===== config.mk =====
export PLATFORM = sky130hd
export DESIGN_NAME = swbt_framer
export DESIGN_NICKNAME = d
export VERILOG_FILES = /design/src/shared/swbt_pkg.sv /design/src/hdl/swbt_framer.sv
export SDC_FILE = /design/constraint.sdc
export NUM_CORES = 1
export LEC_CHECK = 0
export BUFFER_PORTS_ARGS = -buffer_cell sky130_fd_sc_hd__buf_4
export CORE_UTILIZATION = 55
export DETAILED_ROUTE_END_ITERATION = 8
export PLACE_DENSITY_LB_ADDON = 0.1
export SKIP_LAST_GASP = 1
export SYNTH_ARGS = -nofsm -noshare
export SYNTH_HDL_FRONTEND = slang
export SYNTH_SLANG_ARGS = --single-unit

===== constraint.sdc =====
create_clock -name clk_sys -period 8.4 [get_ports clk_sys]
set_input_delay 0.84 -clock clk_sys [delete_from_list [all_inputs] [get_ports clk_sys]]
set_output_delay 0.84 -clock clk_sys [all_outputs]
set_load 0.05 [all_outputs]

===== src/shared/swbt_pkg.sv =====
// Constants, types and the CRC helper for the block transaction framer
// How it works
// - Transmit after wake returns status 0x11
// - Success returns output block, rereads repeat it
// - Unexecutable command answers code 0x0F
// - Communication error answers 0xFF, no execution
// - Status codes go out as four-byte blocks
// - Parse delay first, then error code reply
// - Clean parse runs execution, Transmit ignored meanwhile
// - Sleep flag resets engine and IO buffer
// - Sleep accepted wherever flags are accepted
// - Byte zero counts every byte of block
// - CRC-16 poly 0x8005, initial value zero
// - CRC low byte first, high byte last
// - Flags 0x66 command, 0x99 transmit, 0xCC sleep
// - Parse delay at most 100 microseconds
// - Bytes LSB first, fields in received order
package swbt_pkg;

  // ==========================================================
  // Flags, codes and block limits
  localparam logic [7:0] FLAG_COMMAND  = 8'h66;
  localparam logic [7:0] FLAG_TRANSMIT = 8'h99;
  localparam logic [7:0] FLAG_SLEEP    = 8'hCC;
  localparam logic [7:0] CODE_WAKE     = 8'h11;
  localparam logic [7:0] CODE_EXEC_ERR = 8'h0F;
  localparam logic [7:0] CODE_COMM_ERR = 8'hFF;
  localparam logic [7:0] BLOCK_MIN     = 8'h04;
  localparam logic [7:0] BLOCK_MAX     = 8'h27;
  localparam logic [7:0] BLOCK_EXTRA   = 8'h03;
  localparam logic [7:0] CODE_BLOCK    = 8'h04;
  localparam logic [15:0] CRC_POLY     = 16'h8005;
  localparam logic [15:0] CRC_INIT     = 16'h0000;

  // ==========================================================
  // Timing
  localparam int CLK_KHZ        = 20000;
  localparam int PARSE_DELAY_US = 100;
  // Longest time, so rounded down
  localparam int PARSE_CYCLES   = (PARSE_DELAY_US * CLK_KHZ) / 1000;
  localparam logic [11:0] PARSE_LAST = 12'(PARSE_CYCLES - 1);

  // ==========================================================
  // Types
  typedef struct packed {
    logic       valid;
    logic [7:0] data;
  } swbt_byte_type;

  typedef enum logic [5:0] {
    ST_SLEEP = 6'h01,
    ST_IDLE  = 6'h02,
    ST_RECV  = 6'h04,
    ST_PARSE = 6'h08,
    ST_EXEC  = 6'h10,
    ST_SEND  = 6'h20
  } swbt_state_type;

  typedef enum logic [1:0] {
    RS_WAKE = 2'h0,
    RS_OUT  = 2'h1,
    RS_EXEC = 2'h2,
    RS_COMM = 2'h3
  } swbt_reply_type;

  // ==========================================================
  // One byte into the CRC, bit 0 first as it travels the wire
  function automatic logic [15:0] swbt_crc_byte(logic [15:0] crc,
                                                logic [7:0]  d);
    logic [15:0] c;
    c = crc;
    for (int i = 0; i < 8; i++) begin
      if (d[i] ^ c[15]) begin
        c = {c[14:0], 1'b0} ^ CRC_POLY;
      end else begin
        c = {c[14:0], 1'b0};
      end
    end
    return c;
  endfunction

endpackage


===== src/hdl/swbt_framer.sv =====
// Block framer, reply generator and two-entry transmit buffer
`timescale 1ns/1ps
module swbt_framer
  import swbt_pkg::*;
#(
  parameter int FIFO_DEPTH = 2,
  parameter int MEM_BYTES  = 39
) (
  input  wire logic          clk_sys,
  input  wire logic          reset,
  input  wire logic          wakeEvt,
  input  wire swbt_byte_type rxByte,
  output swbt_byte_type      txByte,
  input  wire logic          txReady,
  output logic               lowPower,
  output logic               cmdStart,
  output logic [7:0]         cmdLen,
  input  wire logic [5:0]    cmdRdAddr,
  output logic [7:0]         cmdRdData,
  input  wire logic          engParseDone,
  input  wire logic          engParseOk,
  input  wire logic          engDone,
  input  wire logic          engOk,
  input  wire logic          resWrEn,
  input  wire logic [5:0]    resWrAddr,
  input  wire logic [7:0]    resWrData,
  input  wire logic [5:0]    resLen
);

  localparam int PW = $clog2(FIFO_DEPTH);

  // ==========================================================
  // Control state
  swbt_state_type state_r, state_nxt;
  swbt_reply_type reply_r, reply_nxt;
  logic [7:0]  rxCnt_r, rxCnt_nxt;
  logic [5:0]  rxIdx_r, rxIdx_nxt;
  logic [15:0] rxCrc_r, rxCrc_nxt;
  logic        crcLoOk_r, crcLoOk_nxt;
  logic        commErr_r, commErr_nxt;
  logic        reject_r, reject_nxt;
  logic [11:0] parseCnt_r, parseCnt_nxt;
  logic [5:0]  outLen_r, outLen_nxt;
  logic [5:0]  txIdx_r, txIdx_nxt;
  logic [15:0] txCrc_r, txCrc_nxt;
  logic        cmdStart_r, cmdStart_nxt;
  logic [7:0]  rxMem [MEM_BYTES];
  logic [7:0]  resMem [MEM_BYTES];
  logic [7:0]  cmdRdData_r;
  logic        rxWr;
  logic        sleepNow;
  logic        transmitNow;
  logic [5:0]  payLen;
  logic [7:0]  pushData;
  logic        push;
  logic        inReady;

  assign sleepNow    = rxByte.valid && state_r == ST_IDLE
                       && rxByte.data == FLAG_SLEEP;
  assign transmitNow = rxByte.valid && state_r == ST_IDLE
                       && rxByte.data == FLAG_TRANSMIT;
  assign rxWr        = rxByte.valid && state_r == ST_RECV;
  assign payLen      = (reply_r == RS_OUT) ? outLen_r : 6'h01;

  // Bytes leave as count, payload, CRC low, CRC high
  always_comb begin
    if (txIdx_r == 6'h00) begin
      pushData = 8'(payLen) + BLOCK_EXTRA;
    end else if (txIdx_r <= payLen) begin
      case (reply_r)
        RS_WAKE: pushData = CODE_WAKE;
        RS_OUT:  pushData = resMem[txIdx_r - 6'h01];
        RS_EXEC: pushData = CODE_EXEC_ERR;
        RS_COMM: pushData = CODE_COMM_ERR;
        default: pushData = CODE_COMM_ERR;
      endcase
    end else if (txIdx_r == payLen + 6'h01) begin
      pushData = txCrc_r[7:0];
    end else begin
      pushData = txCrc_r[15:8];
    end
  end
  assign push = state_r == ST_SEND && inReady;

  always_comb begin
    state_nxt    = state_r;
    reply_nxt    = reply_r;
    rxCnt_nxt    = rxCnt_r;
    rxIdx_nxt    = rxIdx_r;
    rxCrc_nxt    = rxCrc_r;
    crcLoOk_nxt  = crcLoOk_r;
    commErr_nxt  = commErr_r;
    reject_nxt   = reject_r;
    parseCnt_nxt = parseCnt_r;
    outLen_nxt   = outLen_r;
    txIdx_nxt    = txIdx_r;
    txCrc_nxt    = txCrc_r;
    cmdStart_nxt = 1'b0;
    case (state_r)
      ST_SLEEP: begin
        if (wakeEvt) begin
          state_nxt = ST_IDLE;
          reply_nxt = RS_WAKE;
        end
      end
      ST_IDLE: begin
        // Unknown flag values fall through untouched
        if (sleepNow) begin
          state_nxt = ST_SLEEP;
        end else if (transmitNow) begin
          state_nxt = ST_SEND;
          txIdx_nxt = 6'h00;
          txCrc_nxt = CRC_INIT;
        end else if (rxByte.valid && rxByte.data == FLAG_COMMAND) begin
          state_nxt = ST_RECV;
          rxIdx_nxt = 6'h00;
          rxCrc_nxt = CRC_INIT;
        end
      end
      ST_RECV: begin
        if (rxByte.valid) begin
          rxIdx_nxt = rxIdx_r + 6'h01;
          if (rxIdx_r == 6'h00) begin
            rxCnt_nxt = rxByte.data;
            rxCrc_nxt = swbt_crc_byte(rxCrc_r, rxByte.data);
            // Length unknown, so a bad count ends the block at once
            if (rxByte.data < BLOCK_MIN || rxByte.data > BLOCK_MAX) begin
              commErr_nxt  = 1'b1;
              state_nxt    = ST_PARSE;
              parseCnt_nxt = 12'h000;
            end
          end else if (8'(rxIdx_r) < rxCnt_r - 8'h02) begin
            rxCrc_nxt = swbt_crc_byte(rxCrc_r, rxByte.data);
          end else if (8'(rxIdx_r) == rxCnt_r - 8'h02) begin
            crcLoOk_nxt = rxByte.data == rxCrc_r[7:0];
          end else begin
            commErr_nxt  = !(crcLoOk_r
                             && rxByte.data == rxCrc_r[15:8]);
            cmdStart_nxt = crcLoOk_r && rxByte.data == rxCrc_r[15:8];
            state_nxt    = ST_PARSE;
            parseCnt_nxt = 12'h000;
          end
        end
      end
      ST_PARSE: begin
        // Flags are not looked at here, so Transmit goes unanswered
        if (engParseDone && !engParseOk) begin
          reject_nxt = 1'b1;
        end
        parseCnt_nxt = parseCnt_r + 12'h001;
        if (parseCnt_r == PARSE_LAST) begin
          if (commErr_r) begin
            state_nxt = ST_IDLE;
            reply_nxt = RS_COMM;
          end else if (reject_r || (engParseDone && !engParseOk)) begin
            state_nxt = ST_IDLE;
            reply_nxt = RS_EXEC;
          end else begin
            state_nxt = ST_EXEC;
          end
        end
      end
      ST_EXEC: begin
        if (engDone) begin
          state_nxt  = ST_IDLE;
          reply_nxt  = engOk ? RS_OUT : RS_EXEC;
          outLen_nxt = (resLen == 6'h00) ? 6'h01 : resLen;
        end
      end
      ST_SEND: begin
        if (push) begin
          txIdx_nxt = txIdx_r + 6'h01;
          if (txIdx_r <= payLen) begin
            txCrc_nxt = swbt_crc_byte(txCrc_r, pushData);
          end
          if (txIdx_r == payLen + 6'h02) begin
            state_nxt = ST_IDLE;            // reply kept for rereads
          end
        end
      end
      default: state_nxt = ST_SLEEP;
    endcase
    if (state_nxt == ST_SLEEP) begin
      commErr_nxt = 1'b0;
      reject_nxt  = 1'b0;
      outLen_nxt  = 6'h01;
    end
    if (state_r == ST_IDLE && state_nxt == ST_RECV) begin
      commErr_nxt = 1'b0;
      reject_nxt  = 1'b0;
    end
  end

  always_ff @(posedge clk_sys or posedge reset) begin
    if (reset) begin
      state_r    <= ST_SLEEP;
      reply_r    <= RS_WAKE;
      rxCnt_r    <= 8'h00;
      rxIdx_r    <= 6'h00;
      rxCrc_r    <= CRC_INIT;
      crcLoOk_r  <= 1'b0;
      commErr_r  <= 1'b0;
      reject_r   <= 1'b0;
      parseCnt_r <= 12'h000;
      outLen_r   <= 6'h01;
      txIdx_r    <= 6'h00;
      txCrc_r    <= CRC_INIT;
      cmdStart_r <= 1'b0;
    end else begin
      state_r    <= state_nxt;
      reply_r    <= reply_nxt;
      rxCnt_r    <= rxCnt_nxt;
      rxIdx_r    <= rxIdx_nxt;
      rxCrc_r    <= rxCrc_nxt;
      crcLoOk_r  <= crcLoOk_nxt;
      commErr_r  <= commErr_nxt;
      reject_r   <= reject_nxt;
      parseCnt_r <= parseCnt_nxt;
      outLen_r   <= outLen_nxt;
      txIdx_r    <= txIdx_nxt;
      txCrc_r    <= txCrc_nxt;
      cmdStart_r <= cmdStart_nxt;
    end
  end

  // ==========================================================
  // Block stores; no reset so they map onto plain RAM
  always_ff @(posedge clk_sys) begin
    if (rxWr && int'(rxIdx_r) < MEM_BYTES) begin
      rxMem[rxIdx_r] <= rxByte.data;
    end
    if (resWrEn && int'(resWrAddr) < MEM_BYTES) begin
      resMem[resWrAddr] <= resWrData;
    end
    cmdRdData_r <= rxMem[cmdRdAddr + 6'h01];
  end

  assign cmdStart  = cmdStart_r;
  assign cmdLen    = rxCnt_r - BLOCK_EXTRA;
  assign cmdRdData = cmdRdData_r;
  assign lowPower  = state_r == ST_SLEEP;

  // ==========================================================
  // Transmit buffer: a stalled receiver holds the generator
  logic [7:0]  fifoMem [FIFO_DEPTH];
  logic [PW-1:0] wrPtr_r, wrPtr_nxt, rdPtr_r, rdPtr_nxt;
  logic [PW:0] fill_r, fill_nxt;
  logic        pop;

  // Fill count is one bit wider than a pointer, so full is FIFO_DEPTH
  assign inReady = fill_r != (PW+1)'(FIFO_DEPTH);
  assign pop     = txByte.valid && txReady;
  assign txByte  = '{valid: fill_r != '0, data: fifoMem[rdPtr_r]};

  always_comb begin
    wrPtr_nxt = wrPtr_r;
    rdPtr_nxt = rdPtr_r;
    fill_nxt  = fill_r;
    if (push) begin
      wrPtr_nxt = (int'(wrPtr_r) == FIFO_DEPTH - 1) ? '0 : wrPtr_r + 1'b1;
    end
    if (pop) begin
      rdPtr_nxt = (int'(rdPtr_r) == FIFO_DEPTH - 1) ? '0 : rdPtr_r + 1'b1;
    end
    fill_nxt = fill_r + (PW+1)'(push) - (PW+1)'(pop);
    if (state_r == ST_SLEEP) begin
      wrPtr_nxt = '0;
      rdPtr_nxt = '0;
      fill_nxt  = '0;
    end
  end

  always_ff @(posedge clk_sys or posedge reset) begin
    if (reset) begin
      wrPtr_r <= '0;
      rdPtr_r <= '0;
      fill_r  <= '0;
    end else begin
      wrPtr_r <= wrPtr_nxt;
      rdPtr_r <= rdPtr_nxt;
      fill_r  <= fill_nxt;
    end
  end

  always_ff @(posedge clk_sys) begin
    if (push) begin
      fifoMem[wrPtr_r] <= pushData;
    end
  end
endmodule


# ---- Word-level counts from Yosys, hierarchy flattened
# Memories as Yosys holds them, arrays and structs flattened. A register that Yosys moved wholly into a read port is not among the register bits.
# Cells that the tools add are included.
dict set report word_totals {
  elab_cells 352
  out_inout_bits 27
  inputBits 44
  ramBits 640
  reg_bits 86
  memories 3
}
dict set report classes {
  bitwise 48
  muxes 182
  order_cmp 6
  n_reduce_logical 44
  addsub 14
  n_eq_ne 39
}
# memory depth width read_ports rd_ports_with_merged_regs wr line
set memory_table {}
lappend memory_table {resMem 39 8 1 0 1 swbt_framer.sv:48} ;# logic [7:0] resMem [MEM_BYTES];
lappend memory_table {rxMem 39 8 1 1 1 swbt_framer.sv:47} ;# logic [7:0] rxMem [MEM_BYTES];
lappend memory_table {fifoMem 2 8 1 0 1 swbt_framer.sv:245} ;# logic [7:0] fifoMem [FIFO_DEPTH];
# cell count
set op_table {}
lappend op_table {{two-way mux 16 bit} 103}
lappend op_table {{two-way mux 6 bit} 25}
lappend op_table {{NOT 3 bit} 23}
lappend op_table {{case mux 16 bit (2 select lines)} 2}
lappend op_table {{two-way mux 12 bit} 5}
lappend op_table {{case mux 6 bit (6 select lines)} 1}
lappend op_table {{case mux 8 bit (4 select lines)} 1}
lappend op_table {{AND reduction 5 bit} 6}
lappend op_table {{two-way mux 1 bit} 29}
lappend op_table {{adder 6 x 1 -> 6 bit, second input constant} 4}
lappend op_table {{two-way mux 8 bit} 3}
lappend op_table {{case mux 12 bit (2 select lines)} 1}
lappend op_table {{case mux 6 bit (2 select lines)} 2}
lappend op_table {{XOR 1 bit} 23}
lappend op_table {{zero test 6 bit} 3}
lappend op_table {{!= test 2 bit, second input constant} 9}
lappend op_table {{equality test 8 bit} 2}
lappend op_table {{equality test 8 bit, second input constant} 2}
lappend op_table {{nonzero test 2 bit} 8}
lappend op_table {{subtractor 8 x 2 -> 8 bit, second input constant} 2}
lappend op_table {{nonzero test 3 bit} 5}
lappend op_table {{two-way mux 2 bit} 7}
lappend op_table {{adder 12 x 1 -> 12 bit, second input constant} 1}
lappend op_table {{equality test 12 x 11 -> 1 bit, second input constant} 1}
lappend op_table {{other kinds (39)} 65}

# ---- Depth between registers and ports, before layout
dict set report depth {
  depth_word 48
  ltp_mapped 22
}

# ---- Worst setup path after synthesis
# No wires, ideal clock.
dict set report synth_timing {
  path_kind {reg2reg}
  start {register txIdx_r[0]}
  end {register txCrc_r[15]}
  arrival_ps 4342
  path_slack_ps 3939
  stages_incl_launch_ff 23
  period_less_slack_ps 4461
  setup_ps 120
  path_buffers 9
  t_required_ps 8280
  path_cell_list {dfrtp_1 -> buf_6 -> buf_12 -> buf_12 -> buf_12 -> buf_12 -> clkinv_1 -> ha_1 -> buf_4 -> buf_4 -> buf_4 -> buf_2 -> mux4_2 -> mux2i_1 -> mux2i_1 -> or3_1 -> a221oi_2 -> o22ai_1 -> nand2_1 -> xnor2_1 -> xnor3_1 -> xnor2_1 -> a31o_1}
}
dict set report synth_via {
  elab_chain_cells 45
}
# item line
set synth_lines {}
lappend synth_lines {{start: declaration} swbt_framer.sv:44} ;# logic [5:0] txIdx_r, txIdx_nxt;
lappend synth_lines {{start signal: assignment} swbt_framer.sv:220} ;# txIdx_r <= txIdx_nxt;
lappend synth_lines {{subtractor 6 x 1 -> 6 bit} swbt_framer.sv:72} ;# RS_OUT: pushData = resMem[txIdx_r - 6'h01];
lappend synth_lines {{memory read (39 x 8 bit)} n/a}
lappend synth_lines {{case mux 8 bit (4 select lines)} swbt_framer.sv:70} ;# case (reply_r)
lappend synth_lines {{two-way mux 8 bit} swbt_framer.sv:69} ;# end else if (txIdx_r <= payLen) begin
lappend synth_lines {{two-way mux 8 bit} swbt_framer.sv:67} ;# if (txIdx_r == 6'h00) begin
lappend synth_lines {{XOR 1 bit} swbt_pkg.sv:73} ;# if (d[i] ^ c[15]) begin
lappend synth_lines {{two-way mux 16 bit} swbt_pkg.sv:73}
lappend synth_lines {{two-way mux 16 bit} swbt_framer.sv:173} ;# if (txIdx_r <= payLen) begin
lappend synth_lines {{(+29 left out)} n/a}
lappend synth_lines {{two-way mux 16 bit} swbt_framer.sv:173}
lappend synth_lines {{two-way mux 16 bit} swbt_framer.sv:171} ;# if (push) begin
lappend synth_lines {{two-way mux 16 bit} swbt_framer.sv:99} ;# case (state_r)
lappend synth_lines {{XOR 1 bit} swbt_pkg.sv:73}
lappend synth_lines {{two-way mux 16 bit} swbt_pkg.sv:73}
lappend synth_lines {{two-way mux 16 bit} swbt_framer.sv:173}
lappend synth_lines {{two-way mux 16 bit} swbt_framer.sv:171}
lappend synth_lines {{case mux 16 bit (2 select lines)} swbt_framer.sv:99}
lappend synth_lines {{end signal: assignment} swbt_framer.sv:221} ;# txCrc_r <= txCrc_nxt;
lappend synth_lines {{end: declaration} swbt_framer.sv:45} ;# logic [15:0] txCrc_r, txCrc_nxt;
# Several ways; a longest one is shown, not always the timed one. The select of a mux whose other input is x is not followed.
# A chain may end at the register's enable or synchronous reset.

# ---- Worst setup path in the final report
dict set report layout_timing {
  start {register txIdx_r[0]}
  end {register txCrc_r[0]}
}
# item line
set layout_rtl {}
lappend layout_rtl {{subtractor 6 x 1 -> 6 bit} swbt_framer.sv:72}
lappend layout_rtl {{memory read (39 x 8 bit)} n/a}
lappend layout_rtl {{case mux 8 bit (4 select lines)} swbt_framer.sv:70}
lappend layout_rtl {{two-way mux 8 bit} swbt_framer.sv:69}
lappend layout_rtl {{two-way mux 8 bit (*)} swbt_framer.sv:67}
lappend layout_rtl {{named net pushData[3]} swbt_framer.sv:54} ;# logic [7:0] pushData;
lappend layout_rtl {{XOR 1 bit (*)} swbt_pkg.sv:73}
lappend layout_rtl {{two-way mux 16 bit (*)} swbt_pkg.sv:73}
lappend layout_rtl {{(+15 left out)} n/a}
lappend layout_rtl {{two-way mux 16 bit (*)} swbt_framer.sv:173}
lappend layout_rtl {{two-way mux 16 bit (*)} swbt_framer.sv:171}
lappend layout_rtl {{two-way mux 16 bit (*)} swbt_framer.sv:99}
lappend layout_rtl {{XOR 1 bit (*)} swbt_pkg.sv:73}
lappend layout_rtl {{two-way mux 16 bit (*)} swbt_pkg.sv:73}
lappend layout_rtl {{two-way mux 16 bit (*)} swbt_framer.sv:173}
lappend layout_rtl {{two-way mux 16 bit (*)} swbt_framer.sv:171}
lappend layout_rtl {{case mux 16 bit (2 select lines) (*)} swbt_framer.sv:99}
# The timed path passes the listed nets; every way through them passes the cells marked *. The select of a mux whose other input is x is not followed.

==> run_results.csv <==
group,metric,value,unit
synthesis,synthCells,1855,
sta,slew_viol_final,0,
clocking,cts-resized-gates,0,
clocking,clk_pin_slew_worst_paths,60,ps
routing,highest_layer,"met4",
routing,met2_wirelength,35080,um
critical_path,reg2reg_slack,2790,ps
place,hpwlAfterDp,44310,um
run_status,status,"complete, no violations",
critical_path,worstSetupPathType,"register to register",
floorplan,die_w,241.3,um
final_layout,post-route-util,61.69,%
synthesis,synth_top_family_by_area,"multiplexers",
pwr,leakagePower,11.85,nW
critical_path,cpMaxStageDelayCell,"ha_4",
sta,fin_ws,2785,ps
clocking,cts_setup_buffers,0,
global_routing,grt_pass1_wl,105400,um
synthesis,synth_mux_area_share,13.84,%
critical_path,r2r-start,"txIdx_r[0]",
synthesis,synth_adder_area_share,1.033,%
critical_path,slowest_delay,1000,ps
clocking,cts_tree,"yes",
final_layout,nNetsFinal,1997,
routing,postRouteAntennaNets,0,
synthesis,synth-edff-count,640,
sta,finalCriticalPeriod,5615,ps
place,pre_cts_slack,2760,ps
synthesis,synthXorXnorAreaFrac,3.333,%
synthesis,syn_area_per_cell,16.98,um2
clocking,worst_skew_pair.late_latency,610,ps
pwr,p_per_area,227.3,mW/mm2
final_layout,layout-drive-gt1-share,20.02,%
critical_path,path_common_cell,"mux4_2",
synthesis,yosysUniqueCellTypes,95,
pwr,power.total,7.921,mW
pwr,seqPwrFrac,51.1,%
routing,vias,16757,
sta,min_period_over_period,66.84,%
pwr,combPwrFrac,9.8,%
sta,skew,14.81,ps
synthesis,ys_seq_area_share,68.36,%
global_routing,grt_max_degree,73,
critical_path,reg2regPathDepth,12,
routing,drt_first_pass_iters,5,
floorplan,core_area,0.05650,mm2
critical_path,cp_max_fo,63,
pwr,worst_ir_drop_vdd,0.2802,mV
synthesis,synth_compound_area_share,4.731,%
place,post-place-cells,2605,
routing,wl_per_cell,25.39,um
routing,wirelength_met1,29490,um
global_routing,antenna_found_initial,0,
pwr,p_int,6.061,mW
clocking,cts_buffers,76,
critical_path,cp.required,8910,ps
pwr,clkPwrFrac,39.2,%
critical_path,worst_ep_arrival_time,6130,ps
place,globalplace.congestion,0.8682,
synthesis,ys_ff_latch,734,
synthesis,synth_ff_type,"edfxtp_1",
sta,worst_pin_slew,1203,ps
final_layout,syn_to_final_growth,10.65,%
sta,timing.fmax,0.1781,GHz
global_routing,track_usage,24.62,%
final_layout,instances_no_fill,2744,
clocking,clockBufferDepth,3,
global_routing,grt_overflow,0,
pwr,switching_share,23.49,%
clocking,htree_levels,3,
critical_path,worstSetupEndpointType,"register",
critical_path,worstPathCellList,"clkinv_1 > ha_4 > mux4_2 > mux4_2 > o211ai_1 > o221ai_1 > a31o_2 > xor2_2 > xnor2_1 > xnor3_2 > xnor3_1 > o21ai_1",
routing,totalWireLength,69670,um
sta,setup_viol_count_final,0,
clocking,ctsHoldBuffers,0,
floorplan,io-pin-count,71,
floorplan,fp-row-count,87,
min_path,hp-class,"primary input to async pin",
sta,hold_viol,0,
pwr,p_sw,1.860,mW
routing,dr.first_iter.drc_count,1558,
synthesis,async_reset_ff_share,11.72,%
sta,rsz0062_at_grt,"false",
place,port_buffers,70,
floorplan,die_height,241.3,um
critical_path,r2r_end,"txCrc_r[0]",
synthesis,synthSimpleGateAreaFrac,6.499,%
global_routing,grt_pass1_vias,16958,
sta,fin_tns_setup,0,ps
run,max_cap_viol_count,0,
clocking,numClockSinks,734,
routing,via_per_inst,6.107,
floorplan,fp.dieArea,0.05823,mm2
routing,drcViolationCount,0,
synthesis,synth_fp_nets,1925,
synthesis,syn_area,0.03150,mm2
sta,slew_headroom,19.25,%
synthesis,ys_warn_count,0,
final_layout,diodes,0,
clocking,cts-root-buf,"clkbuf_16",
floorplan,start_util,55.75,%
critical_path,cp_top_family,"XOR/XNOR gates",
final_layout,fillCellCount,4090,
critical_path,start_kind,"register",
critical_path,crit_buf_inv,1,
routing,route.met3.wl,3384,um
## cell type report
cell class,instances,area (um2),area share (%)
flip-flops and latches,734,21540,61.79
multi-input cells,997,9314,26.72
clock buffers,109,2102,6.031
well taps,756,945.9,2.714
repair buffers,89,668.1,1.917
clock inverters,30,175.2,0.5026
inverters,29,110.1,0.3159
## synth_stat cells (7+ instances only)
cell type | n | area (um2)
o21a_1 | 10 | 75.07
mux2_2 | 17 | 191.4
o21ai_0 | 50 | 250.2
a21oi_1 | 44 | 220.2
or3_1 | 10 | 62.56
xor2_1 | 42 | 367.9
buf_1 | 8 | 30.03
nand4_1 | 12 | 75.07
and3_1 | 13 | 81.33
ha_1 | 26 | 325.3
nor3b_1 | 9 | 67.56
nand2_1 | 83 | 311.6
dfxtp_1 | 8 | 160.2
nand3b_1 | 10 | 75.07
mux4_1 | 8 | 210.2
inv_1 | 27 | 101.4
buf_4 | 8 | 60.06
dfrtp_1 | 84 | 2102
o211ai_1 | 7 | 52.55
nand3_1 | 47 | 235.2
buf_2 | 16 | 80.08
nor2_1 | 165 | 619.3
a211oi_1 | 16 | 120.1
mux2i_1 | 60 | 600.6
mux4_2 | 149 | 3356
xnor2_1 | 52 | 455.4
clkbuf_1 | 47 | 176.4
edfxtp_1 | 640 | 19220
a31oi_1 | 7 | 43.79
and2_1 | 8 | 50.05
nor3_1 | 12 | 60.06
nor2b_1 | 10 | 62.56
buf_6 | 7 | 78.83
## worst max-delay path by stage
stage	endpoint	from	cells after the start
floorplan	txCrc_r[15]	txIdx_r[0]	22
detailed placement	txCrc_r[0]	txIdx_r[0]	12
global placement	txCrc_r[0]	txIdx_r[0]	12
CTS	txCrc_r[0]	txIdx_r[0]	12
global route	txCrc_r[0]	txIdx_r[0]	14
finish	txCrc_r[0]	txIdx_r[0]	12
## placed cells by master, fill, tap and decap left out, types with 6 or more instances in the layout
master	instances
dfxtp_1	8
nor2b_1	10
clkinv_2	11
or3_1	10
nor3_1	12
inv_1	26
and2_1	8
mux2_2	17
a21oi_1	44
a211oi_1	16
dfrtp_1	83
nor2_1	165
clkbuf_1	27
o21ai_0	50
ha_1	24
mux4_2	149
and3_1	13
xor2_1	42
buf_4	89
nand4b_1	6
o21a_1	10
nand3b_1	10
nor4_1	6
nand2_1	83
o22ai_1	6
mux4_1	8
nand3_1	47
clkinv_1	16
mux2i_1	60
xnor2_1	51
o211ai_1	7
nor3b_1	9
nand4_1	12
a31oi_1	7
edfxtp_1	640
clkbuf_16	78
## sequential cells by signal, indices dropped and copies added, names as in the netlist
| register | flops |
|---|---|
| resMem | 312 |
| rxMem | 312 |
| fifoMem | 16 |
| rxCrc_r | 16 |
| txCrc_r | 16 |
| parseCnt_r | 12 |
| cmdRdData | 8 |
| rxCnt_r | 8 |
| outLen_r | 6 |
| rxIdx_r | 6 |
| state_r | 6 |
| txIdx_r | 6 |
| fill_r | 2 |
| reply_r | 2 |
| cmdStart | 1 |
| commErr_r | 1 |
| crcLoOk_r | 1 |
| rdPtr_r | 1 |
| reject_r | 1 |
| wrPtr_r | 1 |
## per-stage QoR
step                      hold WS (ps)  area [um2]
after floorplan                  456.5       31500
after global placement           483.5       32580
after detailed placement         487.0       32580
after CTS                        198.9       34850
after global routing             218.6       34850
final                            211.2       34850
## power by group through the flow
| stage | registers (mW) | clock network [mW] | logic (mW) |
|---|---|---|---|
| after CTS | 4.05 | 3.15 | 0.780 |
| after detailed placement | 4.12 | 0 | 0.776 |
| after global placement | 4.12 | 0 | 0.767 |
| after floorplan | 4.12 | 0 | 0.526 |
| after global routing | 4.05 | 3.28 | 0.824 |
| final | 4.05 | 3.10 | 0.772 |
## metal layers
layer / track usage [%] / vias up
met1: 33.81 / 8694
met2: 40.87 / 498
li1: - / 7446
met4: 7.442 / 0
met5: 0 / -
met3: 3.863 / 119
## cell families after synthesis
logic type,count (synthesis)
flops,734
simple gates,420
mux,234
compound gates,211
buf+inv,124
xor+xnor,106
fa+ha+maj,26
Note: power is estimated with default switching activity, not from simulation.
